==> src/adc_consts.svh <==
// Offsets, field positions and clock counts of the addition datapath
`ifndef ADC_CONSTS_SVH
`define ADC_CONSTS_SVH

`define REG_CTRL        8'h00
`define REG_STATUS      8'h04
`define REG_RESULT      8'h08
`define REG_COUNT       8'h0c
`define CTRL_NARROW_BIT 0
`define CTRL_RESET      1'h0

`define OP_ADD_RM_R8    8'h00
`define OP_ADD_R16_RM   8'h03
`define OP_ADD_ACC8     8'h04
`define OP_ADD_ACC16    8'h05
`define OP_ADC_RM_R8    8'h10
`define OP_ADC_R16_RM   8'h13
`define OP_ADC_ACC8     8'h14
`define OP_ADC_ACC16    8'h15
`define OP_GRP_IMMEDIATE_BYTE     8'h80
`define OP_GRP_IMMEDIATE_WORD    8'h81
`define OP_GRP_SIMM8    8'h83
`define MODRM_ADD       3'h0
`define MODRM_ADC       3'h2

`define CLK_ACC_BYTE    5'h03
`define CLK_ACC_WORD    5'h04
`define CLK_IMM_REG     5'h04
`define CLK_IMM_MEM     5'h10
`define CLK_IMM_MEM_N   5'h14
`define CLK_RR_REG      5'h03
`define CLK_RR_MEM      5'h0a
`define CLK_RR_MEM_N    5'h0e

`define SEXT_ONES       8'hff
`endif

==> src/adc_pkg.sv <==
// Types shared by the addition datapath
package adc_pkg;
    typedef enum logic [3:0] {
        FORM_ACC_IMM = 4'b0001,
        FORM_RM_IMM  = 4'b0010,
        FORM_RM_DEST = 4'b0100,
        FORM_REG_DST = 4'b1000
    } form_t;

    typedef enum logic [1:0] {
        ST_IDLE = 2'b01,
        ST_RUN  = 2'b10
    } state_t;

    typedef enum logic [1:0] {
        DEST_ACCUM = 2'h0,
        DEST_REG   = 2'h1,
        DEST_RM    = 2'h2
    } dest_t;

    typedef struct packed {
        logic  valid;
        logic  use_carry;
        logic  word;
        logic  sext;
        form_t form;
    } decode_t;
endpackage : adc_pkg

==> src/add_flag_unit.sv <==
// Byte or word adder with carry-in and arithmetic flag generation
`timescale 1ns/100ps
`default_nettype none
module add_flag_unit (
    input  wire logic [15:0] a,
    input  wire logic [15:0] b,
    input  wire logic        cin,
    input  wire logic        word,
    output logic      [15:0] sum,
    output logic             cf,
    output logic             af,
    output logic             of,
    output logic             sf,
    output logic             zf,
    output logic             pf
);
    logic [16:0] wide;
    logic [8:0]  narrow;

    assign wide   = {1'b0, a} + {1'b0, b} + {16'h0000, cin};
    assign narrow = {1'b0, a[7:0]} + {1'b0, b[7:0]} + {8'h00, cin};
    assign sum    = word ? wide[15:0] : {8'h00, narrow[7:0]};
    // Carry from the top bit of the operand size
    assign cf     = word ? wide[16] : narrow[8];
    // Carry out of the low nibble, kept for decimal adjust
    assign af     = a[4] ^ b[4] ^ wide[4];
    assign sf     = word ? wide[15] : narrow[7];
    assign of     = word ? (a[15] == b[15]) && (wide[15] != a[15])
                         : (a[7] == b[7]) && (narrow[7] != a[7]);
    assign zf     = word ? (wide[15:0] == 16'h0000) : (narrow[7:0] == 8'h00);
    // Parity covers the low byte only, as on the classic core
    assign pf     = ~^narrow[7:0];
endmodule : add_flag_unit
`default_nettype wire

==> src/add_with_carry_datapath.sv <==
// Execution unit for the plain and carry addition instructions
//
// The address-and-strobe port and the placing of the registers were left to the implementer.
`timescale 1ns/100ps
`default_nettype none
`include "adc_consts.svh"
module add_with_carry_datapath
    import adc_pkg::*;
(
    input  wire logic        core_clk,
    input  wire logic        rst_n,
    input  wire logic        ce,
    input  wire logic        start,
    input  wire logic [7:0]  opcode,
    input  wire logic [2:0]  modrm_reg,
    input  wire logic        rm_is_mem,
    input  wire logic [15:0] accum_word,
    input  wire logic [15:0] reg_operand,
    input  wire logic [15:0] rm_operand,
    input  wire logic [15:0] immediate_word,
    input  wire logic        carry_flag,
    input  wire logic [7:0]  addr,
    input  wire logic [31:0] wdata,
    input  wire logic        wr_stb,
    input  wire logic        rd_stb,
    output logic      [31:0] rdata,
    output logic             busy,
    output logic             done,
    output logic             illegal,
    output logic      [15:0] result,
    output dest_t            dest,
    output logic             word_op,
    output logic             carry_flag_new,
    output logic             aux_carry_flag,
    output logic             overflow_flag,
    output logic             sign_flag,
    output logic             zero_flag,
    output logic             parity_flag
);
    ////////////////////////////////////////////////////////////////////////
    function automatic decode_t decode(input logic [7:0] op, input logic [2:0] rg);
        decode_t d;
        d = '{valid: 1'b0, use_carry: 1'b0, word: op[0], sext: 1'b0,
              form: FORM_ACC_IMM};
        if ((op >= `OP_ADD_RM_R8 && op <= `OP_ADD_R16_RM) ||
            (op >= `OP_ADC_RM_R8 && op <= `OP_ADC_R16_RM)) begin
            d.valid     = 1'b1;
            d.use_carry = op[4];
            d.form      = op[1] ? FORM_REG_DST : FORM_RM_DEST;
        end else if (op == `OP_ADD_ACC8 || op == `OP_ADD_ACC16 ||
                     op == `OP_ADC_ACC8 || op == `OP_ADC_ACC16) begin
            d.valid     = 1'b1;
            d.use_carry = op[4];
        end else if ((op == `OP_GRP_IMMEDIATE_BYTE || op == `OP_GRP_IMMEDIATE_WORD ||
                      op == `OP_GRP_SIMM8) &&
                     (rg == `MODRM_ADD || rg == `MODRM_ADC)) begin
            d.valid     = 1'b1;
            d.use_carry = (rg == `MODRM_ADC);
            d.word      = (op != `OP_GRP_IMMEDIATE_BYTE);
            d.sext      = (op == `OP_GRP_SIMM8);
            d.form      = FORM_RM_IMM;
        end
        return d;
    endfunction : decode

    function automatic logic [4:0] clocks(input form_t f, input logic w,
                                          input logic mem, input logic narrow);
        logic [4:0] c;
        c = `CLK_RR_REG;
        case (f)
            FORM_ACC_IMM: c = w ? `CLK_ACC_WORD : `CLK_ACC_BYTE;
            FORM_RM_IMM: begin
                if (!mem)
                    c = `CLK_IMM_REG;
                else if (w && narrow)
                    c = `CLK_IMM_MEM_N;
                else
                    c = `CLK_IMM_MEM;
            end
            FORM_RM_DEST, FORM_REG_DST: begin
                if (!mem)
                    c = `CLK_RR_REG;
                else if (w && narrow)
                    c = `CLK_RR_MEM_N;
                else
                    c = `CLK_RR_MEM;
            end
            default: c = `CLK_RR_REG;
        endcase
        return c;
    endfunction : clocks

    ////////////////////////////////////////////////////////////////////////
    state_t      state;
    decode_t     dec;
    logic        accept;
    logic [4:0]  cnt;
    logic [4:0]  elapsed;
    form_t       run_form;
    logic        run_word;
    logic        run_carry;
    logic        run_mem;
    logic [15:0] run_a;
    logic [15:0] run_b;
    logic        run_cin;
    logic [15:0] next_a;
    logic [15:0] next_b;
    logic [15:0] imm_ext;
    logic [15:0] sum;
    logic        u_cf;
    logic        u_af;
    logic        u_of;
    logic        u_sf;
    logic        u_zf;
    logic        u_pf;
    logic        narrow_bus;
    logic [15:0] done_count;

    assign dec    = decode(opcode, modrm_reg);
    assign busy   = (state == ST_RUN);
    assign accept = ce && start && (state == ST_IDLE) && dec.valid;

    // Byte immediate fills the upper byte from its sign before a word add
    assign imm_ext = dec.sext ? {(immediate_word[7] ? `SEXT_ONES : 8'h00),
                                 immediate_word[7:0]} : immediate_word;

    always_comb begin
        next_a = rm_operand;
        next_b = imm_ext;
        case (dec.form)
            FORM_ACC_IMM: next_a = accum_word;
            FORM_RM_IMM:  next_a = rm_operand;
            FORM_RM_DEST: next_b = reg_operand;
            FORM_REG_DST: begin
                next_a = reg_operand;
                next_b = rm_operand;
            end
            default: next_a = rm_operand;
        endcase
    end

    ////////////////////////////////////////////////////////////////////////
    always_ff @(posedge core_clk or negedge rst_n) begin
        if (!rst_n) begin
            state <= ST_IDLE;
            cnt   <= 5'h00;
        end else if (ce) begin
            case (state)
                ST_IDLE: begin
                    if (accept) begin
                        state <= ST_RUN;
                        cnt   <= clocks(dec.form, dec.word, rm_is_mem, narrow_bus);
                    end
                end
                ST_RUN: begin
                    cnt <= cnt - 5'h01;
                    if (cnt == 5'h01)
                        state <= ST_IDLE;
                end
                default: state <= ST_IDLE;
            endcase
        end
    end

    always_ff @(posedge core_clk or negedge rst_n) begin
        if (!rst_n) begin
            run_form  <= FORM_ACC_IMM;
            run_word  <= 1'b0;
            run_carry <= 1'b0;
            run_mem   <= 1'b0;
            run_a     <= 16'h0000;
            run_b     <= 16'h0000;
            run_cin   <= 1'b0;
        end else if (accept) begin
            run_form  <= dec.form;
            run_word  <= dec.word;
            run_carry <= dec.use_carry;
            run_mem   <= rm_is_mem;
            run_a     <= next_a;
            run_b     <= next_b;
            // Plain forms never see the incoming carry
            run_cin   <= dec.use_carry & carry_flag;
        end
    end

    add_flag_unit u_add (
        .a    (run_a),
        .b    (run_b),
        .cin  (run_cin),
        .word (run_word),
        .sum  (sum),
        .cf   (u_cf),
        .af   (u_af),
        .of   (u_of),
        .sf   (u_sf),
        .zf   (u_zf),
        .pf   (u_pf)
    );

    // Result, flags and destination change only on completion, so the decoder sees a clean handoff
    always_ff @(posedge core_clk or negedge rst_n) begin
        if (!rst_n) begin
            done           <= 1'b0;
            illegal        <= 1'b0;
            result         <= 16'h0000;
            dest           <= DEST_ACCUM;
            word_op        <= 1'b0;
            carry_flag_new <= 1'b0;
            aux_carry_flag <= 1'b0;
            overflow_flag  <= 1'b0;
            sign_flag      <= 1'b0;
            zero_flag      <= 1'b0;
            parity_flag    <= 1'b0;
        end else if (ce) begin
            done    <= (state == ST_RUN) && (cnt == 5'h01);
            illegal <= start && (state == ST_IDLE) && !dec.valid;
            if ((state == ST_RUN) && (cnt == 5'h01)) begin
                result         <= sum;
                word_op        <= run_word;
                carry_flag_new <= u_cf;
                aux_carry_flag <= u_af;
                overflow_flag  <= u_of;
                sign_flag      <= u_sf;
                zero_flag      <= u_zf;
                parity_flag    <= u_pf;
                case (run_form)
                    FORM_ACC_IMM: dest <= DEST_ACCUM;
                    FORM_REG_DST: dest <= DEST_REG;
                    default:      dest <= DEST_RM;
                endcase
            end
        end
    end

    ////////////////////////////////////////////////////////////////////////
    always_ff @(posedge core_clk or negedge rst_n) begin
        if (!rst_n)
            narrow_bus <= `CTRL_RESET;
        else if (ce && wr_stb && addr == `REG_CTRL)
            narrow_bus <= wdata[`CTRL_NARROW_BIT];
    end

    always_ff @(posedge core_clk or negedge rst_n) begin
        if (!rst_n)
            done_count <= 16'h0000;
        else if (ce && wr_stb && addr == `REG_COUNT)
            done_count <= 16'h0000;
        else if (ce && done)
            done_count <= done_count + 16'h0001;
    end

    always_ff @(posedge core_clk or negedge rst_n) begin
        if (!rst_n) begin
            rdata <= 32'h0000_0000;
        end else if (ce) begin
            rdata <= 32'h0000_0000;
            if (rd_stb) begin
                case (addr)
                    `REG_CTRL:   rdata <= {31'h0000_0000, narrow_bus};
                    `REG_STATUS: rdata <= {24'h00_0000, busy, word_op, parity_flag,
                                           zero_flag, sign_flag, overflow_flag,
                                           aux_carry_flag, carry_flag_new};
                    `REG_RESULT: rdata <= {16'h0000, result};
                    `REG_COUNT:  rdata <= {16'h0000, done_count};
                    default:     rdata <= 32'h0000_0000;
                endcase
            end
        end
    end

    ////////////////////////////////////////////////////////////////////////
    // Edges spent since acceptance, read only by the checks below
    always_ff @(posedge core_clk or negedge rst_n) begin
        if (!rst_n)
            elapsed <= 5'h00;
        else if (accept)
            elapsed <= 5'h00;
        else if (ce && state == ST_RUN)
            elapsed <= elapsed + 5'h01;
    end
endmodule : add_with_carry_datapath
`default_nettype wire

==> config.mk <==
export PLATFORM = sky130hd
export DESIGN_NAME = add_with_carry_datapath
export DESIGN_NICKNAME = d
export VERILOG_FILES = /design/src/adc_pkg.sv /design/src/add_flag_unit.sv /design/src/add_with_carry_datapath.sv
export VERILOG_INCLUDE_DIRS = /design/src
export SDC_FILE = /design/constraint.sdc
export NUM_CORES = 1
export LEC_CHECK = 0
export BUFFER_PORTS_ARGS = -buffer_cell sky130_fd_sc_hd__buf_2
export CORE_UTILIZATION = 39
export DETAILED_ROUTE_END_ITERATION = 16
export GPL_ROUTABILITY_DRIVEN = 0
export HOLD_SLACK_MARGIN = 0.12
export PLACE_DENSITY = 0.7
export SLEW_MARGIN = 10
export SYNTH_ARGS = -nofsm -noshare
export SYNTH_HDL_FRONTEND = slang
export SYNTH_SLANG_ARGS = --single-unit
==> constraint.sdc <==
create_clock -name core_clk -period 3.65 [get_ports core_clk]
set_input_delay 0.365 -clock core_clk [delete_from_list [all_inputs] [get_ports core_clk]]
set_output_delay 0.365 -clock core_clk [all_outputs]
set_load 0.005 [all_outputs]
# Yosys cells after proc, flatten, opt, wreduce, memory -nomap -nowiden
# Cells that the tools add are included.
[totals]
register_bits = 121
in_bits = 123
[classes]
n_eq_ne = 27
magnitude_cmp = 4
n_bitwise = 3
mux = 32
addsub = 6
reduce_logical = 35
[op_table]
columns = ["op", "count"]
rows = [
  ["16-bit two-way mux", 5],
  ["16-bit one-hot mux with 2 select lines", 2],
  ["16-bit one-hot mux with 4 select lines", 1],
  ["8-bit by 3-bit equality test with 1-bit output (second input constant)", 3],
  ["8-bit equality test (second input constant)", 3],
  ["16-bit by 16-bit adder with 17-bit output", 1],
  ["17-bit by 1-bit adder with 17-bit output", 1],
  ["16-bit by 1-bit adder with 16-bit output (second input constant)", 1],
  ["8-bit by 4-bit equality test with 1-bit output (second input constant)", 2],
  ["8-bit by 5-bit equality test with 1-bit output (second input constant)", 2],
  ["1-bit logical AND", 16],
  ["16-bit zero test", 1],
  ["8-bit zero test", 2],
  ["8-bit two-way mux", 2],
  ["5-bit one-hot mux with 3 select lines", 1],
  ["4-bit two-way mux", 3],
  ["2-bit two-way mux", 5],
  ["5-bit two-way mux", 2],
  ["5-bit one-hot mux with 2 select lines", 1],
  ["8-bit by 8-bit adder with 9-bit output", 1],
  ["9-bit by 1-bit adder with 9-bit output", 1],
  ["3-bit two-way mux", 3],
  ["4-bit by 1-bit equality test with 1-bit output (second input constant)", 2],
  ["4-bit equality test (second input constant)", 2],
  ["other kinds (29)", 44],
]

# Depth between registers and ports, before layout
[logic_depth]
word_depth = 13
depth_mapped = 12
ltp_nobuf = 12

# Cells and area by module
# Synthesis repeated with hierarchy kept, for this count alone.
[hier_totals]
hier_cells = 671
area_unflattened_um2 = 6444.9
[by_module_without_submodules]
columns = ["module", "instances", "seq_area_each_um2", "cells_each", "area_per_inst_um2"]
rows = [
  ["add_with_carry_datapath", 1, 2630.0, 530, 5397.7],
  ["add_flag_unit", 1, 0.0, 141, 1047.3],
]

# Worst setup path after synthesis
# OpenSTA, ideal clock, no wires.
[synth_path]
path_kind = "reg-to-reg"
start = "register run_a[0]"
end = "register zero_flag"
path_buffers = 0
slack_ns = 1.035
stages_incl_launch_ff = 12
t_arrival_ns = 2.520
setup_ns = 0.095
synth_period_minus_slack_ns = 2.615
required_time_ns = 3.555
cell_sequence = "dfrtp_1 -> fa_1 -> a211oi_1 -> o21bai_1 -> a21oi_1 -> o21ai_0 -> xnor2_1 -> ha_1 -> nand4_1 -> nor3b_1 -> o2111ai_1 -> o31ai_1"
[synth_between]
elab_chain_cells = 4
word_cells_on_any_way = 7
cone_classes = "4 x add/sub; 1 x mux; 2 x reduce/logical"
[synth_rtl]
columns = ["item", "line_no", "rtl"]
rows = [
  ["start: declaration", "add_with_carry_datapath.sv:103", "logic [15:0] run_a;"],
  ["start signal: assignment", "add_with_carry_datapath.sv:179", "run_a <= next_a;"],
  ["16-bit by 16-bit adder with 17-bit output or 8-bit by 8-bit adder with 9-bit output (tied branches)", "add_flag_unit.sv:20, add_flag_unit.sv:21", ""],
  ["17-bit by 1-bit adder with 17-bit output or 9-bit by 1-bit adder with 9-bit output (tied branches)", "add_flag_unit.sv:20, add_flag_unit.sv:21", ""],
  ["16-bit zero test or 8-bit zero test (tied branches)", "add_flag_unit.sv:30", "assign zf = word ? (wide[15:0] == 16'h0000) : (narrow[7:0] == 8'h00);"],
  ["1-bit two-way mux (*)", "add_flag_unit.sv:30", ""],
  ["end signal: assignment", "add_with_carry_datapath.sv:224", "zero_flag <= u_zf;"],
  ["end: declaration", "add_with_carry_datapath.sv:37", "output logic zero_flag,"],
]
# Every way passes the cells marked *; elsewhere a longest branch is shown, timed or not.
# A chain may end at the register's enable or synchronous reset.

# Final worst setup path
# Ends and elaborated chain as after synthesis.

==> out/metrics.csv <==
metric,value,unit
slowest_delay,0.46,ns
synthTopCellsByArea,"dfrtp_1 (42%), a21oi_1 (5.7%), ha_1 (4.5%), nor2_1 (4.0%), o21ai_0 (3.7%)",
cts.repair.resized,0,
coreArea,15300,sq um
synth-edff-count,0,
fin_skew,0.00784,ns
synth-seq-cells,105,
cp_data_arrival_time,3.28,ns
cts_sinks,105,
tritoncts,yes,
cpMaxStageDelayCell,fa_1,
synth_top_cells_by_count,"dfrtp_1 (103), a21oi_1 (70), nor2_1 (66)",
row_count,45,
r2r_slack,0.63,ns
hold_viol,0,
grt_max_degree,83,
cap_violations,0,
setup_tns,0,ns
place_hpwl,11300,um
finalSetupViolCount,0,
synth.top_cell.area_share,0.419,
htree_levels,3,
status,"finished, final reports clean",
vias,5346,
fin_crit_sh,0.827,
wl,15200,um
p_leak,0.00340,uW
wl_per_cell,15.1,um
ir_drop,0.296,mV
timing.rr.end,zero_flag,
synth_warnings,0,
dieArea,16300,sq um
die_w,128,um
cp_max_fo,3,
cts_buffer_depth,2,
ioPinCount,183,
synth_ff_type,dfrtp_1,
clkTransAtPathRegs,0.07,ns
diodes,0,
die_h,128,um
grt_pass1_wl,25200,um
n_fill_cell,1502,
drtIter0Drc,454,
grt_setup_unrepaired,no,
worstSetupPathType,reg2reg,
worstSkewPairLatency,0.35,ns
ys_seq_area_frac,0.427,
slew_headroom,0.290,
io_buffer_count,135,
p_total,3630,uW
synth_cells,675,
grt_pass1_vias,4869,
drive_above_1_share,0.233,
drc,0,
antenna_found_initial,0,
tightest_slew,1.06,ns
cellPowerDensity,500,nW/um^2
cp-start-kind,register,
cts_hold_buffers,0,
postCtsSetupRepairBufs,0,
cp-end-kind,register,
async_reset_ff_frac,1.00,
initial_utilization,0.402,
gr-usage-all-layers,0.195,
grt_overflow_total,0,
post-place-ws,0.637,ns
synth.distinct_cells,63,
crit_chain,fa_1 > a211oi_1 > o21bai_1 > a21oi_1 > o21ai_0 > xnor2_1 > ha_1 > nand4_1 > nor3b_1 > o2111ai_1 > o31ai_1,
finalNetCount,935,
root_buffer,clkbuf_16,
cp.required,3.91,ns
fmaxAchievable,0.331,GHz
viasPerCell,5.32,
hp-class,in2async,
ant_nets,0,
synth.most_common_cell,dfrtp_1,
drtPass1Iterations,5,
r2r_cells,11,
syn_to_final_growth,17.9,%
synth_area,6160,sq um
reg2reg_from,run_a[0],
fin_crit,3.02,ns
slew_violations,0,
cts_made_buffers,9,
synth_area_per_cell,9.12,sq um
synth_top_cell_by_area,dfrtp_1,
fin_ws,0.630,ns
-- worst max-delay path by stage --
stage / endpoint / cells past startpoint / from / slack, ns
floorplan: zero_flag / 11 / run_a[0] / 1.03
global placement: zero_flag / 11 / run_a[0] / 0.74
detailed placement: zero_flag / 11 / run_a[0] / 0.64
CTS: zero_flag / 11 / run_a[0] / 0.63
global route: zero_flag / 11 / run_a[0] / 0.34
finish: zero_flag / 11 / run_a[0] / 0.63
-- cell usage in the layout, fill, tap and decap left out, types with 11 or more instances in the layout --
| cell type | instances |
|---|---|
| nand3_1 | 20 |
| dfrtp_1 | 103 |
| ha_1 | 22 |
| conb_1 | 16 |
| xor2_1 | 20 |
| o21ai_0 | 45 |
| inv_1 | 30 |
| mux2_2 | 12 |
| a222oi_1 | 16 |
| buf_2 | 134 |
| a21oi_1 | 70 |
| nor2_1 | 66 |
| nand2_1 | 55 |
| xnor2_1 | 11 |
-- worst max-delay path: cells and delay by family, from the launching register on --
| kind | cells | cell delay (ns) |
|---|---|---|
| adders and majority gates | 2 | 0.65 |
| DFF | 1 | 0.40 |
| and+or+nand+nor | 2 | 0.33 |
| AOI/OAI and AO/OA | 6 | 1.27 |
| xor gates and xnor gates | 1 | 0.29 |
-- state kept, by name (all words and copies together), names as in the netlist --
register        flops
done_count         16
aux_carry_flag      1
zero_flag           1
run_a              16
word_op             1
illegal             1
narrow_bus          1
rdata              16
result             16
done                1
run_form            4
sign_flag           1
run_b              16
overflow_flag       1
dest                2
state               2
parity_flag         1
run_word            1
run_cin             1
carry_flag_new      1
cnt                 5
-- cell families (layout without fill, tap and decap cells) --
family / after synthesis / in the layout / share of synthesized area
AND/OR/NAND/NOR: 204 / 204 / 0.166
flip-flops: 105 / 105 / 0.427
AO/OA/AOI/OAI: 210 / 210 / 0.217
other: 1 / 16 / 0.000609
XOR/XNOR: 31 / 31 / 0.0441
buffers and inverters: 85 / 188 / 0.0652
adder cells (fa/ha/maj): 24 / 24 / 0.0512
multiplexers: 15 / 15 / 0.0289
-- area by class of cell --
type	count	area, sq um	share of cell area
clock buffer	12	256	0.0353
timing repair buffer	142	731	0.101
sequential	105	2630	0.362
tap	211	264	0.0364
inverter	30	113	0.0155
clock inverter	4	75.1	0.0103
multi-input combinational	500	3190	0.439
-- report_power, final --
part | total, uW | switching (uW) | internal (uW)
clock network | 1070 | 431 | 639
registers | 1360 | 84.6 | 1270
logic | 1200 | 659 | 541
total | 3630 | 1170 | 2450
-- layer usage --
metal | routed length, um | global-route usage | vias to the layer above | share of wire
li1 | - | - | 2631 | -
met1 | 7650 | 0.297 | 2522 | 0.50
met2 | 6470 | 0.287 | 182 | 0.43
met3 | 939 | 0.0343 | 11 | 0.062
met4 | 138 | 0.0436 | 0 | 0.0091
met5 | 0 | 0 | - | 0
-- through the flow --
| step | hold WS, ns | std cells | cell area (sq um) | utilization |
|---|---|---|---|---|
| after floorplan | 0.0694 | 690 | 6210 | - |
| after global placement | 0.458 | 988 | 6930 | 0.452 |
| after detailed placement | 0.469 | 988 | 6930 | 0.452 |
| after CTS | 0.244 | 1004 | 7260 | 0.474 |
| after global routing | 0.245 | 1004 | 7260 | 0.474 |
| final | 0.188 | 1004 | 7260 | 0.474 |
Note: power is estimated with default switching activity, not from simulation.
